$ cat config.mk
export PLATFORM = sky130hd
export DESIGN_NAME = owdl_ctrl
export DESIGN_NICKNAME = d
export VERILOG_FILES = /design/src/include/owdl_pkg.sv /design/src/logic/owdl_ctrl.sv /design/src/logic/owdl_countdown.sv
export SDC_FILE = /design/constraint.sdc
export NUM_CORES = 1
export LEC_CHECK = 0
export BUFFER_PORTS_ARGS = -buffer_cell sky130_fd_sc_hd__buf_2
export CELL_PAD_IN_SITES_DETAIL_PLACEMENT = 1
export CELL_PAD_IN_SITES_GLOBAL_PLACEMENT = 1
export CORE_UTILIZATION = 39
export CTS_CLUSTER_SIZE = 12
export DETAILED_ROUTE_END_ITERATION = 16
export PLACE_DENSITY_LB_ADDON = 0.1
export SLEW_MARGIN = 20
export SYNTH_ARGS = -nofsm -noshare
export SYNTH_HDL_FRONTEND = slang
export SYNTH_SLANG_ARGS = --single-unit
export TNS_END_PERCENT = 5
$ cat constraint.sdc
create_clock -name mclk_in -period 1.8 [get_ports mclk_in]
set_input_delay 0.18 -clock mclk_in [delete_from_list [all_inputs] [get_ports mclk_in]]
set_output_delay 0.18 -clock mclk_in [all_outputs]
set_load 0.01 [all_outputs]
$ cat src/include/owdl_pkg.sv
// Constants, field layouts and carrier types of the one-wire debug link control block.
// Assumes one clock for the whole block and a register port driven by the link's
// instruction decoder on that same clock.
package owdl_pkg;

   // ==========================================================================
   // Register offsets (4-bit address from the link's register-access instructions)
   localparam logic [3:0] OWDL_OFS_REV = 4'h0;
   localparam logic [3:0] OWDL_OFS_ERR = 4'h1;
   localparam logic [3:0] OWDL_OFS_PCTL = 4'h2;
   localparam logic [3:0] OWDL_OFS_DCTL = 4'h3;
   localparam logic [3:0] OWDL_OFS_KEY = 4'h7;
   localparam logic [3:0] OWDL_OFS_RESET = 4'h8;
   localparam logic [3:0] OWDL_OFS_CLKSEL = 4'h9;
   localparam logic [3:0] OWDL_OFS_SYSCTL = 4'ha;
   localparam logic [3:0] OWDL_OFS_SYSST = 4'hb;
   localparam logic [3:0] OWDL_OFS_CRC = 4'hc;

   // ==========================================================================
   // Field positions
   localparam int OWDL_PC_GAP = 7;
   localparam int OWDL_PC_PAR_IGN = 5;
   localparam int OWDL_PC_TMO_OFF = 4;
   localparam int OWDL_PC_RSP_OFF = 3;
   localparam int OWDL_DC_NACK_OFF = 4;
   localparam int OWDL_DC_CONT_OFF = 3;
   localparam int OWDL_DC_LINK_DIS = 2;
   localparam int OWDL_KEY_UROW = 5;
   localparam int OWDL_KEY_PROG = 4;
   localparam int OWDL_KEY_ERASE = 3;
   localparam int OWDL_SC_UROWDONE = 1;
   localparam int OWDL_SC_CLK_REQ = 0;

   // ==========================================================================
   // Reset values and codes
   localparam logic [7:0] OWDL_PCTL_RST = 8'h00;
   localparam logic [7:0] OWDL_DCTL_RST = 8'h00;
   localparam logic [7:0] OWDL_RSTCODE_RST = 8'h00;
   localparam logic [7:0] OWDL_RESET_CODE = 8'h59;
   localparam logic [1:0] OWDL_PRESCALE_RST = 2'h3;
   localparam logic [3:0] OWDL_REVISION = 4'h3; // Arbitrary value
   localparam logic [2:0] OWDL_E_NONE = 3'h0;
   localparam logic [2:0] OWDL_E_PARITY = 3'h1;
   localparam logic [2:0] OWDL_E_FRAME = 3'h2;
   localparam logic [2:0] OWDL_E_TIMEOUT = 3'h3;
   localparam logic [2:0] OWDL_E_CLKREC = 3'h4;
   localparam logic [2:0] OWDL_E_BUS = 3'h6;
   localparam logic [2:0] OWDL_E_CONTENTION = 3'h7;

   // ==========================================================================
   // Cycle counts
   localparam int OWDL_CNT_W = 17;
   localparam int OWDL_TIMEOUT_CYC = 65536;
   localparam logic [OWDL_CNT_W-1:0] OWDL_GAP_BITS = 17'h00002;
   localparam logic [OWDL_CNT_W-1:0] OWDL_GUARD_MAX = 17'h00080;

   // Guard time in cycles: 128 halving per step; the reserved code acts as 128
   function automatic logic [OWDL_CNT_W-1:0] owdl_guard_cycles(input logic [2:0] sel);
      logic [OWDL_CNT_W-1:0] cyc;
      cyc = (sel == 3'h7) ? OWDL_GUARD_MAX : (OWDL_GUARD_MAX >> sel);
      return cyc;
   endfunction : owdl_guard_cycles

   // ==========================================================================
   // Carrier types
   typedef struct packed {
      logic parity;
      logic stop;
      logic start;
      logic bus;
   } owdl_phy_err_t;

   typedef struct packed {
      logic gap_en;
      logic parity_ignore;
      logic rsp_sig_en;
      logic contention_en;
      logic nack_en;
      logic [2:0] guard_sel;
      logic [1:0] prescale;
      logic clk_req;
   } owdl_cfg_t;

   typedef struct packed {
      logic erase_failed;
      logic in_reset;
      logic in_sleep;
      logic prog_ready;
      logic urow_ready;
      logic locked;
   } owdl_sys_t;

   typedef enum logic {OWDL_LINK_ON = 1'b0, OWDL_LINK_OFF = 1'b1} owdl_link_t;

endpackage : owdl_pkg

$ cat src/logic/owdl_ctrl.sv
// Control and status registers of the one-wire debug link, with error capture,
// time-out, guard time, inter-byte gap, contention check and reset request.
// Assumes the link's instruction decoder drives the register port on mclk_in and
// that the pin sense input is asynchronous.

// Behaviour
// - Registers reachable only through the link's register-access instructions, never the CPU.
// - Read-only revision field in bits 7:4 of the first status register.
// - Error signature loaded on link errors, cleared when the debugger reads it.
// - Codes: parity 0x1, stop bits 0x2, start bit 0x4.
// - Codes: access time-out 0x3, bus fault 0x6, pin contention 0x7; 0x0 none.
// - Control bit 7 inserts two idle bit periods between multi-byte load bytes.
// - Control bit 5 ignores received parity and skips parity errors.
// - Access response needed within 65536 cycles; control bit 4 disables the time-out.
// - Control bit 3 suppresses every response signature.
// - Guard time on RX to TX switch: 128 down to 2 cycles by code.
// - Second control bit 4 suppresses NACK on system reset during load or store.
// - Contention detection active while second control bit 3 is zero.
// - Writing second control bit 2 disables link, drops clock request, clears config, keys.
// - Writing 0x59 to reset request asserts system reset; other value releases it.
// - Prescaler selects 32, 16, 8 or 4 MHz; 4 MHz after reset and enable.
// - System clock request set whenever link is enabled, until debugger clears it.
module owdl_ctrl
   import owdl_pkg::*;
#(
   parameter int TIMEOUT_CYC = OWDL_TIMEOUT_CYC
)
(
   input wire logic mclk_in,
   input wire logic sys_rst_in,
   input wire logic [3:0] reg_addr_in,
   input wire logic reg_wr_in,
   input wire logic reg_rd_in,
   input wire logic [7:0] reg_wdata_in,
   output logic [7:0] reg_rdata_out,
   output logic reg_rvalid_out,
   input wire owdl_phy_err_t phy_err_in,
   input wire logic acc_wait_in,
   input wire logic acc_resp_in,
   input wire logic pin_sense_in,
   input wire logic pin_drive_oe_in,
   input wire logic pin_drive_val_in,
   input wire logic tx_byte_done_in,
   input wire logic multi_load_in,
   input wire logic bit_tick_in,
   output logic tx_hold_out,
   input wire logic rx_to_tx_in,
   output logic guard_busy_out,
   input wire logic ldst_active_in,
   output logic nack_send_out,
   input wire logic key_erase_in,
   input wire logic key_prog_in,
   input wire logic key_urow_in,
   input wire owdl_sys_t sys_in,
   input wire logic [2:0] crc_status_in,
   input wire logic link_enable_in,
   output owdl_cfg_t cfg_out,
   output logic sys_reset_req_out,
   output logic link_reset_out,
   output logic urow_done_out
);

   owdl_link_t link_state;
   logic [7:0] pctl;
   logic [7:0] dctl;
   logic [7:0] rst_code;
   logic [1:0] prescale;
   logic clk_req;
   logic [2:0] err_sig;
   logic [2:0] keys;
   logic sysrst_flag;
   logic wr_en;
   logic rd_en;
   logic dis_write;
   logic acc_wait_q;
   logic in_reset_q;
   logic [1:0] pin_sync;
   logic [1:0] oe_dly;
   logic [1:0] val_dly;
   logic cont_evt;
   logic tmo_busy;
   logic tmo_done;
   logic new_err;
   logic [2:0] next_err;
   logic [7:0] rd_mux;

   // ==========================================================================
   // Register port decode; writes are dropped while the link is off
   assign wr_en = reg_wr_in && link_state == OWDL_LINK_ON;
   assign rd_en = reg_rd_in && link_state == OWDL_LINK_ON;
   assign dis_write = wr_en && reg_addr_in == OWDL_OFS_DCTL
      && reg_wdata_in[OWDL_DC_LINK_DIS];

   // Link state: off after a disable write, back on when the link is re-enabled
   always_ff @(posedge mclk_in) begin
      if (sys_rst_in) begin
         link_state <= OWDL_LINK_ON;
      end else begin
         case (link_state)
            OWDL_LINK_ON: if (dis_write) link_state <= OWDL_LINK_OFF;
            OWDL_LINK_OFF: if (link_enable_in) link_state <= OWDL_LINK_ON;
            default: link_state <= OWDL_LINK_ON;
         endcase
      end
   end

   // Reset pulse towards the link's physical layer
   always_ff @(posedge mclk_in) begin
      if (sys_rst_in) begin
         link_reset_out <= 1'b0;
      end else begin
         link_reset_out <= dis_write;
      end
   end

   // ==========================================================================
   // Protocol and disable controls; a disable write wipes all link configuration
   always_ff @(posedge mclk_in) begin
      if (sys_rst_in || dis_write) begin
         pctl <= OWDL_PCTL_RST;
         dctl <= OWDL_DCTL_RST;
      end else if (wr_en && reg_addr_in == OWDL_OFS_PCTL) begin
         pctl <= {reg_wdata_in[7], 1'b0, reg_wdata_in[5:0]};
      end else if (wr_en && reg_addr_in == OWDL_OFS_DCTL) begin
         dctl <= {3'h0, reg_wdata_in[4:3], 3'h0};
      end
   end

   // Oscillator prescaler returns to the slowest setting on reset and on enable
   always_ff @(posedge mclk_in) begin
      if (sys_rst_in || dis_write || link_enable_in) begin
         prescale <= OWDL_PRESCALE_RST;
      end else if (wr_en && reg_addr_in == OWDL_OFS_CLKSEL) begin
         prescale <= reg_wdata_in[1:0];
      end
   end

   // System clock request: raised by enable, dropped by disable or by the debugger
   always_ff @(posedge mclk_in) begin
      if (sys_rst_in || link_enable_in) begin
         clk_req <= 1'b1;
      end else if (dis_write) begin
         clk_req <= 1'b0;
      end else if (wr_en && reg_addr_in == OWDL_OFS_SYSCTL) begin
         clk_req <= reg_wdata_in[OWDL_SC_CLK_REQ];
      end
   end

   // Reset request holds the system in reset only while the code stands
   always_ff @(posedge mclk_in) begin
      if (sys_rst_in || dis_write) begin
         rst_code <= OWDL_RSTCODE_RST;
      end else if (wr_en && reg_addr_in == OWDL_OFS_RESET) begin
         rst_code <= reg_wdata_in;
      end
   end
   assign sys_reset_req_out = (rst_code == OWDL_RESET_CODE);

   // User row done pulse, accepted only with the user row key decoded
   always_ff @(posedge mclk_in) begin
      if (sys_rst_in) begin
         urow_done_out <= 1'b0;
      end else begin
         urow_done_out <= wr_en && reg_addr_in == OWDL_OFS_SYSCTL
            && reg_wdata_in[OWDL_SC_UROWDONE] && keys[2];
      end
   end

   // ==========================================================================
   // Key flags {user row, programming, erase}; decode sets win over clears
   always_ff @(posedge mclk_in) begin
      if (sys_rst_in || dis_write) begin
         keys <= 3'h0;
      end else begin
         keys[2] <= key_urow_in || (keys[2] && !(wr_en && reg_addr_in == OWDL_OFS_KEY
            && reg_wdata_in[OWDL_KEY_UROW]));
         keys[1] <= key_prog_in || (keys[1] && !sys_in.prog_ready);
         keys[0] <= key_erase_in || (keys[0] && !sys_reset_req_out);
      end
   end

   // System-reset-seen flag, cleared on read; a reset still active keeps it set
   always_ff @(posedge mclk_in) begin
      if (sys_rst_in) begin
         sysrst_flag <= 1'b0;
      end else if (sys_in.in_reset) begin
         sysrst_flag <= 1'b1;
      end else if (rd_en && reg_addr_in == OWDL_OFS_SYSST) begin
         sysrst_flag <= 1'b0;
      end
   end

   // ==========================================================================
   // Pin sense passes two flops; drive values are delayed to line up with it
   always_ff @(posedge mclk_in) begin
      if (sys_rst_in) begin
         pin_sync <= 2'h3;
         oe_dly <= 2'h0;
         val_dly <= 2'h3;
      end else begin
         pin_sync <= {pin_sync[0], pin_sense_in};
         oe_dly <= {oe_dly[0], pin_drive_oe_in};
         val_dly <= {val_dly[0], pin_drive_val_in};
      end
   end
   assign cont_evt = !dctl[OWDL_DC_CONT_OFF] && oe_dly[1] && (pin_sync[1] != val_dly[1]);

   // Access time-out watch, started when the physical layer begins to wait
   always_ff @(posedge mclk_in) begin
      if (sys_rst_in) begin
         acc_wait_q <= 1'b0;
         in_reset_q <= 1'b0;
      end else begin
         acc_wait_q <= acc_wait_in;
         in_reset_q <= sys_in.in_reset;
      end
   end

   owdl_countdown u_timeout (
      .mclk_in(mclk_in),
      .sys_rst_in(sys_rst_in),
      .load_in(acc_wait_in && !acc_wait_q && !pctl[OWDL_PC_TMO_OFF]),
      .load_val_in(OWDL_CNT_W'(TIMEOUT_CYC)),
      .step_in(1'b1),
      .abort_in(acc_resp_in || !acc_wait_in || pctl[OWDL_PC_TMO_OFF]),
      .busy_out(tmo_busy),
      .done_out(tmo_done)
   );

   // Guard time before the device turns the line round
   owdl_countdown u_guard (
      .mclk_in(mclk_in),
      .sys_rst_in(sys_rst_in),
      .load_in(rx_to_tx_in),
      .load_val_in(owdl_guard_cycles(pctl[2:0])),
      .step_in(1'b1),
      .abort_in(dis_write),
      .busy_out(guard_busy_out),
      .done_out()
   );

   // Inter-byte gap counted in bit periods, so it follows the baud rate
   owdl_countdown u_gap (
      .mclk_in(mclk_in),
      .sys_rst_in(sys_rst_in),
      .load_in(tx_byte_done_in && multi_load_in && pctl[OWDL_PC_GAP]),
      .load_val_in(OWDL_GAP_BITS),
      .step_in(bit_tick_in),
      .abort_in(dis_write),
      .busy_out(tx_hold_out),
      .done_out()
   );

   // ==========================================================================
   // Error priority: contention, bus, time-out, start, stop, parity
   always_comb begin
      new_err = 1'b1;
      if (cont_evt) begin
         next_err = OWDL_E_CONTENTION;
      end else if (phy_err_in.bus) begin
         next_err = OWDL_E_BUS;
      end else if (tmo_done) begin
         next_err = OWDL_E_TIMEOUT;
      end else if (phy_err_in.start) begin
         next_err = OWDL_E_CLKREC;
      end else if (phy_err_in.stop) begin
         next_err = OWDL_E_FRAME;
      end else if (phy_err_in.parity && !pctl[OWDL_PC_PAR_IGN]) begin
         next_err = OWDL_E_PARITY;
      end else begin
         new_err = 1'b0;
         next_err = OWDL_E_NONE;
      end
   end

   // Signature capture: a new error beats the read clear so none is lost
   always_ff @(posedge mclk_in) begin
      if (sys_rst_in || dis_write) begin
         err_sig <= OWDL_E_NONE;
      end else if (new_err) begin
         err_sig <= next_err;
      end else if (rd_en && reg_addr_in == OWDL_OFS_ERR) begin
         err_sig <= OWDL_E_NONE;
      end
   end

   // NACK on a system reset that lands in a load or store
   always_ff @(posedge mclk_in) begin
      if (sys_rst_in) begin
         nack_send_out <= 1'b0;
      end else begin
         nack_send_out <= sys_in.in_reset && !in_reset_q && ldst_active_in
            && !dctl[OWDL_DC_NACK_OFF];
      end
   end

   // ==========================================================================
   // Read mux; the only way in is this instruction port, no CPU path exists
   always_comb begin
      case (reg_addr_in)
         OWDL_OFS_REV: rd_mux = {OWDL_REVISION, 4'h0};
         OWDL_OFS_ERR: rd_mux = {5'h00, err_sig};
         OWDL_OFS_PCTL: rd_mux = pctl;
         OWDL_OFS_DCTL: rd_mux = dctl;
         OWDL_OFS_KEY: rd_mux = {2'h0, keys, 3'h0};
         OWDL_OFS_RESET: rd_mux = rst_code;
         OWDL_OFS_CLKSEL: rd_mux = {6'h00, prescale};
         OWDL_OFS_SYSCTL: rd_mux = {7'h00, clk_req};
         OWDL_OFS_SYSST: rd_mux = {1'b0, sys_in.erase_failed, sysrst_flag, sys_in.in_sleep,
            sys_in.prog_ready, sys_in.urow_ready, 1'b0, sys_in.locked};
         OWDL_OFS_CRC: rd_mux = {5'h00, crc_status_in};
         default: rd_mux = 8'h00;
      endcase
   end

   // Read data registered; value is the one before any clear-on-read
   always_ff @(posedge mclk_in) begin
      if (sys_rst_in) begin
         reg_rdata_out <= 8'h00;
         reg_rvalid_out <= 1'b0;
      end else begin
         reg_rvalid_out <= rd_en;
         if (rd_en) begin
            reg_rdata_out <= rd_mux;
         end
      end
   end

   // Configuration seen by the physical layer
   always_comb begin
      cfg_out.gap_en = pctl[OWDL_PC_GAP];
      cfg_out.parity_ignore = pctl[OWDL_PC_PAR_IGN];
      cfg_out.rsp_sig_en = !pctl[OWDL_PC_RSP_OFF];
      cfg_out.contention_en = !dctl[OWDL_DC_CONT_OFF];
      cfg_out.nack_en = !dctl[OWDL_DC_NACK_OFF];
      cfg_out.guard_sel = pctl[2:0];
      cfg_out.prescale = prescale;
      cfg_out.clk_req = clk_req && link_state == OWDL_LINK_ON;
   end
endmodule : owdl_ctrl

$ cat src/logic/owdl_countdown.sv
// Loadable down-counter used for the access time-out, guard time and inter-byte gap.
// Assumes load, abort and step come from logic on the same clock.
module owdl_countdown
   import owdl_pkg::*;
(
   input wire logic mclk_in,
   input wire logic sys_rst_in,
   input wire logic load_in,
   input wire logic [OWDL_CNT_W-1:0] load_val_in,
   input wire logic step_in,
   input wire logic abort_in,
   output logic busy_out,
   output logic done_out
);

   logic [OWDL_CNT_W-1:0] cnt;

   // ==========================================================================
   // Counter; a load beats an abort so a restart in the same cycle is kept
   always_ff @(posedge mclk_in) begin
      if (sys_rst_in) begin
         cnt <= '0;
      end else if (load_in) begin
         cnt <= load_val_in;
      end else if (abort_in) begin
         cnt <= '0;
      end else if (step_in && cnt != '0) begin
         cnt <= cnt - 17'h00001;
      end
   end

   // Pulse on the step that empties the counter
   always_ff @(posedge mclk_in) begin
      if (sys_rst_in) begin
         done_out <= 1'b0;
      end else begin
         done_out <= step_in && cnt == 17'h00001 && !load_in && !abort_in;
      end
   end

   assign busy_out = (cnt != '0);

endmodule : owdl_countdown

**After elaboration in Yosys (flattened, before gate mapping)**

Cells that the tools add are included.

- Memories: 0
- Memory bits (read-only): 0
- Bits of input ports: 43
- RAM bits: 0
- Logic and storage cells: 141
- Latch bits: 0
- Flip-flop bits (word level): 100

- Add/sub/neg operators: 3
- Mux-type cells: 32
- Magnitude comparators: 0
- Div/mod/pow operators: 0
- $mul: 0
- Bitwise gates (word level): 2
- Reduce and logical (&&, ||, !) cells: 65
- Shift-type cells: 1
- Eq/ne operators: 13

Operators with widths:

| kind | count |
|---|---|
| two-way mux 17 bit | 7 |
| one-hot mux 8 bit (10 select lines) | 1 |
| nonzero test 17 bit | 3 |
| subtractor 17 x 1 -> 17 bit (second input constant) | 3 |
| logical AND 1 bit | 31 |
| equality test 4 bit (second input constant) | 5 |
| two-way mux 3 bit | 6 |
| equality test 17 x 1 -> 1 bit (second input constant) | 1 |
| right shift 8 x 3 -> 17 bit (first input constant) | 1 |
| logical NOT 1 bit | 13 |
| two-way mux 1 bit | 13 |
| nonzero test 3 bit | 3 |
| equality test 4 x 2 -> 1 bit (second input constant) | 2 |
| equality test 8 x 7 -> 1 bit (second input constant) | 1 |
| logical OR 1 bit | 8 |
| two-way mux 2 bit | 4 |
| nonzero test 2 bit | 3 |
| OR reduction 3 bit | 2 |
| equality test 4 x 1 -> 1 bit (second input constant) | 1 |
| equality test 4 x 3 -> 1 bit (second input constant) | 1 |
| logical NOT 4 bit | 1 |
| equality test 3 bit (second input constant) | 1 |
| NOT 1 bit | 2 |
| one-hot mux 1 bit (2 select lines) | 1 |
| other kinds (2) | 2 |

**Longest topological paths before layout**

Gate-level depths: netlist of the first run.

- Depth after elaboration: 9
- Gate-level depth with buffers: 8
- Depth with buffers taken out: 8

**Hierarchy**

A second synthesis of the first run with hierarchy kept.

- Cell total of the unflattened synthesis: 780
- Area total of the unflattened synthesis: 6,259.8 um2

Modules (own cells, without submodules):

| module | cells an instance | area each (um2) | times used |
|---|---|---|---|
| owdl_countdown | 167 | 1,303.8 | 3 |
| owdl_ctrl | 279 | 2,348.5 | 1 |

**Worst setup path before layout of the first run**

Ideal clock, no wire load.

- Path kind: register to register
- Start point: reg u_timeout.cnt[0]
- End point: reg u_timeout.cnt[4]
- Period minus slack after synthesis: 1.987 ns
- Data arrival time: 1.859 ns
- Setup slack: -0.187 ns
- Cell stages (with the launch flop): 9
- Data required time: 1.672 ns
- Setup time: 0.128 ns
- Cell sequence: dfxtp_1 inv_1 ha_1 or4b_1 or3_1 buf_6 o211ai_2 xor2_1 nor2_1

- Cells in the longest elaborated chain, start to end: 1
- Elaborated cells between the ends (all ways): 2
- Those cells by class: add/sub: 1; reduce/logical: 1

RTL lines:

| element | line | RTL |
|---|---|---|
| from (decl) | owdl_countdown.sv:16 | `logic [OWDL_CNT_W-1:0] cnt;` |
| from (signal assigned) | owdl_countdown.sv:24 | `cnt <= load_val_in;` |
| from (signal assigned) | owdl_countdown.sv:28 | `cnt <= cnt - 17'h00001;` |
| subtractor 17 x 1 -> 17 bit or nonzero test 17 bit (tied branches) | -- |  |

Several ways; a longest one is shown, not always the timed one.
A chain may end at the register's enable or synchronous reset.

**Final worst setup path of the first run**

Same ends and word-level chain as after synthesis.

==> results of run 1 <==
## area by class of cell
cell class	instances	area, um2
inverters	23	86.3
diodes	1	2.50
fillers	1514	5940
repair buffers	128	820
multi-input cells	425	2760
clock buffers	11	233
well taps	168	210
flip-flops and latches	100	2010
clock inverters	5	52.6
## cells by family after synthesis
kind of cell             count (synthesis)
AND/OR/NAND/NOR                        275
flip-flops                             100
adder cells (fa/ha/maj)                  7
AO/OA/AOI/OAI                           91
XOR/XNOR                                40
buffers and inverters                   54
multiplexers                            12
## state kept, by name, indices dropped and copies added (netlist names), 3 cells and up
signal and flops:
err_sig 3, u_timeout.cnt 17, keys 3, rst_code 8
reg_rdata_out 8, pctl 7, u_guard.cnt 17, u_gap.cnt 17
## worst register-to-register path: cells and delay by family, from the launching register on
kind / cells / cell delay (ps)
and+or+nand+nor: 3 / 960
DFF: 1 / 320
AOI/OAI and AO/OA: 1 / 160
xor gates and xnor gates: 1 / 160
adders and majority gates: 1 / 130
buffers and inverters: 1 / 70
## through the flow
stage	worst slack, ps	instances	hold WS, ps
final	-124	861	11.8
after global routing	-234	860	8.09
after CTS	-143	858	6.38
after detailed placement	-193	842	374
after global placement	-134	842	366
after floorplan	-156	579	259
## cell usage after synthesis (3+ instances only)
cell type / instances
dfxtp_1: 100
nor2_1: 79
nand2_1: 40
nand3_1: 38
a21oi_1: 36
clkbuf_1: 23
inv_1: 23
nor3_1: 20
xnor2_1: 20
xor2_1: 20
nor2b_1: 17
nor4_1: 14
a22oi_1: 12
o21ai_0: 8
ha_1: 7
nand2b_1: 7
or3_1: 7
and3_1: 6
mux2_2: 6
mux2i_1: 6
or2_2: 6
buf_4: 5
nand4_1: 5
nand4b_1: 5
a211oi_1: 4
and3b_1: 4
a31oi_1: 3
a32oi_1: 3
nand3b_1: 3
nor3_2: 3
o22ai_1: 3
o32ai_1: 3
## power groups by stage
stage,registers (uW),logic [uW],clock network (uW)
after global routing,2940,4480,2070
after global placement,2870,3650,0
after detailed placement,2890,3770,0
after floorplan,2850,2490,0
final,2890,4030,1920
after CTS,2870,3910,1980
## worst max path at each step
stage | from | end | slack [ps] | depth (start not counted)
finish | u_timeout.cnt[0] | u_timeout.cnt[4] | -120 | 7
global route | u_timeout.cnt[0] | u_timeout.cnt[4] | -230 | 7
CTS | u_timeout.cnt[0] | u_timeout.cnt[4] | -140 | 7
detailed placement | u_timeout.cnt[0] | u_timeout.cnt[4] | -190 | 7
global placement | u_timeout.cnt[0] | u_timeout.cnt[4] | -130 | 7
floorplan | u_timeout.cnt[0] | u_timeout.cnt[4] | -160 | 8
## metal layers
layer	routed length (um)	global-route usage, %
met1	6300	27.7
met2	6840	38.5
met3	488	5.47
met4	118	5.02
met5	13	0
## what timing repair did
| item | in CTS | in global routing |
|---|---|---|
| setup buffers | 0 | 2 |
| resized for setup | 11 | 21 |
| setup endpoints to repair | 35 | 41 |
| cloned | 0 | 0 |
| pin swaps | 3 | 6 |
==> key figures, run 1 <==
Setup path
  – Slowest-stage cell, CP: or4b_4
  – CP cell instances: inv_2 -> ha_4 -> or4b_4 -> or3_4 -> o211ai_2 -> xor2_1 -> nor2_1
  – Cell family with most CP delay: simple AND/OR/NAND/NOR gates
  – Flop2flop setup slack: -120 ps
  – Worst Setup Path Type: reg2reg
  – Reg2Reg Depth: 7
  – Slowest Stage Delay on Critical Path: 450 ps
  – Startpoint types: register
  – WP data arrival: approximately 2200 ps
  – CP Data Required Time: just over 2000 ps
  – CP Capture Type: register
  – CP bufs+invs: 1
  – Worst reg2reg path endpoint: u_timeout.cnt[4]
  – Critical R2R Launch: u_timeout.cnt[0]
  – Crit-path max FO: 6

Timing
  – Final Hold Fails: 0
  – Slew HR: around 65%
  – Tcrit/Tclk final: 107%
  – Fin worst setup slack: -124 ps
  – Final setup viols: 16
  – Worst-margin pin slew: 518 ps
  – FMAX: approximately 520 MHz
  – Unrepaired setup endpoints after global routing: true
  – Setup TNS Final: -653 ps
  – Final Skew: about 5.4 ps
  – Final Slew Violations: 0
  – Crit path time final: slightly below 2000 ps

Clocking
  – Clock Path Buffers: 2
  – Sink Count: 100
  – CTS buffer count: 9
  – CTS Root Buffer Type: clkbuf_16
  – Worst-path clk slew: about 70 ps
  – H-tree depth: 3
  – Hold Buf Count CTS: 0
  – Worst-skew pair later-pin latency: about 350 ps
  – TritonCTS clock tree: built

Synth
  – Synth top area share: 41.0%
  – Mapped Cells: 579
  – Adder-cell area share of the yosys netlist: roughly 1.8%
  – Proportion of synthesized area in mux cells: 2.62%
  – Compound-Gate Fraction of Synth Area: between 10% and 20%
  – Syn_nets: between 600 and 700
  – Dominant synthesized flop cell: dfxtp_1
  – Number of synthesized flops with an enable pin: 0
  – Post-synthesis xor/xnor area fraction: ~7.2%
  – Syn Std Cell Area: 4880 um2
  – Mean area per synthesized cell: roughly 8.4 um2
  – Yosys cell types: 64
  – Yosys top cell by area: dfxtp_1
  – Sequential area share after synthesis: roughly two fifths
  – Synth warn: 0
  – Post-Synth Simple-Gate Area: just over 30%
  – Post-synthesis register bit count: 100
  – Synth async-reset ratio: 0%
  – Synth area leaders: dfxtp_1 (41%), nor2_1 (6.1%), nand3_1 (3.9%), a21oi_1 (3.7%), xnor2_1 (3.6%)
  – Largest family of logic cells by synthesized area: simple AND/OR/NAND/NOR gates

Pwr
  – Clock group share of total power: 21.7%
  – Maximum vdd drop: between 0.4 and 0.5 mV
  – Tot Pwr: slightly below 9000 uW
  – Switching part of the total: 36.6%
  – Power share of the combinational group: between 40% and 50%
  – LEAKAGE: 0.00253 uW
  – Seq pwr share: around 33%
  – PwrDens: around 1400 nW/um2
  – Sw power: 3240 uW
  – Internal power: around 5600 uW

Final layout
  – Commonest non-fill, non-tap cell in the layout: dfxtp_1
  – Area Growth Syn to Fin: 26.5%
  – Fin util: roughly 51%
  – Commonest non-fill, non-tap cells in the layout: dfxtp_1 (97), nor2_1 (76), buf_2 (68)
  – Fin nets: about 740
  – Finished Cell Area: 6170 um2
  – Fraction of layout cells with a size suffix above 1: between 20% and 30%

Routing
  – ANT nets after route: 0
  – Post-DR vias/cell: ~5.3
  – Number of vias in the routed layout: 4537
  – Number of detailed-route iterations in the first pass: 4
  – DRT iter0 DRCs: between 150 and 200
  – DRC: 0
  – Detailed Route WL: 13800 um
  – Wire per inst: between 15 and 20 um

Global routing
  – Vias in the first global route: around 4700
  – Initial antenna violation count: 1
  – GRT overflow: 0
  – First-pass GRT wire length: roughly 23000 um
  – Largest net degree at the start of global routing: 34
  – Overall Global Routing Usage: between 20% and 30%

Hold path
  – Min-Delay Startpoint: pin_sense_in
  – WHS Path Cells: 2
  – Hold EP: pin_sync[0]
  – Hold Path Class: in2reg

Placement
  – Number of port buffers: 68
  – Global placement routability congestion: about 0.84
  – DP HPWL: 10400 um
  – Placed inst area: 5750 um2

Die
  – Die height: between 100 and 150 um
  – Core Area: 12100 um2
  – Die extent in x: roughly 110 um
  – Num rows: 40
  – Io pins: 69
  – Total die area: approximately 13000 um2
  – Initial core utilization: 40.3%

Run status
  – Status: finished with violations
  – Failing checks: setup timing

Flow run
  – Max Cap Viol: 0
(Power assumes the default switching activity.)
==> run 2: changes to the inputs <==
--- a/config.mk
+++ b/config.mk
@@ -9,9 +9,10 @@
 export CELL_PAD_IN_SITES_DETAIL_PLACEMENT = 1
 export CELL_PAD_IN_SITES_GLOBAL_PLACEMENT = 1
 export CORE_UTILIZATION = 39
+export CTS_BUF_LIST = sky130_fd_sc_hd__clkbuf_16
 export CTS_CLUSTER_SIZE = 12
 export DETAILED_ROUTE_END_ITERATION = 16
-export PLACE_DENSITY_LB_ADDON = 0.1
+export PLACE_DENSITY = 0.73
 export SLEW_MARGIN = 20
 export SYNTH_ARGS = -nofsm -noshare
 export SYNTH_HDL_FRONTEND = slang
==> run 2 against run 1 <==
Net effect:
- the flow still finishes with violations (setup timing)
- utilization increased by 0.48 points
- highest routed layer unchanged
- cell area increased by 0.93%
- first-iteration DRC count increased by 54%
- combinational power about the same
- worst hold slack got worse by 1.2 ps
- global-route usage increased by 0.78 points
- clock-buffer cell count decreased by 2
- largest cell class unchanged
- critical path type unchanged
- fmax decreased by 1.2%
- via count increased by 0.46%
- die area unchanged
==> key figures, run 2 (synthesized netlist as in run 1, its figures left out) <==
Final layout
  – Antenna diode count: 0
  – Fin nets: between 700 and 800
  – Area Growth Syn to Fin: 27.7%
  – Commonest non-fill, non-tap cell in the layout: dfxtp_1
  – Fin util: 51.4%
  – Largest regs: u_gap.cnt (17), u_guard.cnt (17), u_timeout.cnt (17)
  – Commonest non-fill, non-tap cells in the layout: dfxtp_1 (95), nor2_1 (75), buf_2 (68)
  – Fraction of layout cells with a size suffix above 1: between 20% and 30%

Timing
  – Final Skew: around 6.5 ps
  – Worst-margin pin slew: about 430 ps
  – Final Hold Fails: 0
  – Crit path time final: about 1900 ps
  – Unrepaired setup endpoints after global routing: true
  – Slew HR: 70.7%
  – Tcrit/Tclk final: 108%
  – Final setup viols: 11
  – Fin worst setup slack: -148 ps
  – FMAX: around 510 MHz
  – Final Slew Violations: 0

Global routing
  – Initial antenna violation count: 1
  – Vias in the first global route: around 4800
  – First-pass GRT wire length: around 23000 um
  – GRT overflow: 0
  – Overall Global Routing Usage: 22.9%
  – Largest net degree at the start of global routing: 34

Setup path
  – CP Capture Type: register
  – Slowest Stage Delay on Critical Path: between 400 and 500 ps
  – WP data arrival: around 2200 ps
  – Startpoint types: register
  – Cell family with most CP delay: simple AND/OR/NAND/NOR gates
  – Slowest-stage cell, CP: or4b_4
  – CP cell instances: inv_2 -> ha_4 -> or4b_4 -> or3_4 -> o211ai_2 -> xor2_1 -> nor2_1
  – Worst Setup Path Type: reg2reg
  – Crit-path max FO: 6
  – CP Data Required Time: between 2000 and 2500 ps
  – CP bufs+invs: 1

Run status
  – Failing checks: setup timing
  – Status: finished with violations

Pwr
  – PwrDens: approximately 1400 nW/um2
  – Tot Pwr: ~9000 uW
  – Maximum vdd drop: 0.615 mV
  – LEAKAGE: between 0.002 and 0.003 uW

Routing
  – ANT nets after route: 0
  – Number of vias in the routed layout: between 4000 and 5000
  – Post-DR vias/cell: 5.28
  – Wire per inst: roughly 16 um
  – Number of detailed-route iterations in the first pass: 4
  – DRT iter0 DRCs: about 260
  – Detailed Route WL: about 14000 um
  – DRC: 0

Die
  – Die height: around 110 um
  – Core Area: about 12000 um2
  – Num rows: 40
  – Initial core utilization: 40.3%
  – Die extent in x: 114 um
  – Io pins: 69
  – Total die area: approximately 13000 um2

Hold path
  – Hold Path Class: in2reg

Flow run
  – Max Cap Viol: 0

Clocking
  – H-tree depth: 3
  – Worst-skew pair later-pin latency: ~350 ps
  – TritonCTS clock tree: built
  – Clock Path Buffers: 2
  – CTS buffer count: 9
  – CTS Root Buffer Type: clkbuf_16
  – Worst-path clk slew: roughly 70 ps
  – Sink Count: 100

Placement
  – DP HPWL: between 10000 and 15000 um
  – Number of port buffers: 68
  – Global placement routability congestion: between 0.8 and 0.9
  – Place WS: -218 ps
-- run 2: final timing paths --
check | start | to | slack, ps | cells after the start
max | u_timeout.cnt[1] | u_timeout.cnt[4] | -150 | 7
min | pin_drive_val_in | val_dly[0] | 10 | 2
max reg2reg | u_timeout.cnt[1] | u_timeout.cnt[4] | -150 | 7
min reg2reg | val_dly[0] | val_dly[1] | 410 | 1
-- run 2: layout make-up --
class / count / area (um2)
fill: 1517 / 5890
multi-input combinational: 425 / 2770
sequential: 100 / 2010
timing repair buffer: 131 / 851
clock buffer: 9 / 225
tap: 168 / 210
inverter: 23 / 86.3
clock inverter: 7 / 73.8
-- run 2: report_power, final --
part	internal, uW	leakage, uW	switching, uW	total [uW]
Sequential	2560	0.000817	354	2910
Clock	1090	0.000147	892	1980
Combinational	1980	0.00159	2080	4060
-- run 2: timing repair --
action	4_1_cts	5_1_grt
gates resized for setup	10	30
endpoints found under the setup margin	28	51
hold buffers	1	1
cloned	0	0
pin swaps	8	7
buffers inserted	0	2
hold endpoints to repair	1	1
-- run 2: metrics by stage --
step / TNS, ps / hold WS [ps] / instances / cell area, um2
2_1_floorplan: -691 / 259 / 579 / 4880
3_3_place_gp: -699 / 365 / 843 / 5750
3_5_place_dp: -2090 / 369 / 843 / 5750
4_1_cts: -1220 / 0.892 / 860 / 6100
5_1_grt: -2940 / 11.7 / 863 / 6230
6_report: -628 / 10.6 / 863 / 6230
-- run 2: worst register-to-register path, delay by kind of cell, from the launching register on --
kind	cells	cell delay, ps
adder cells (fa/ha/maj)	1	130
AO/OA/AOI/OAI	1	190
flip-flops	1	320
XOR/XNOR	1	170
buffers and inverters	1	80
AND/OR/NAND/NOR	3	950
-- run 2: routing by layer --
metal  global-route usage [%]  wire length [um]
met4                     6.32               173
met2                     39.1              7070
met1                     28.9              6300
met3                     5.63               622
met5                        0                10
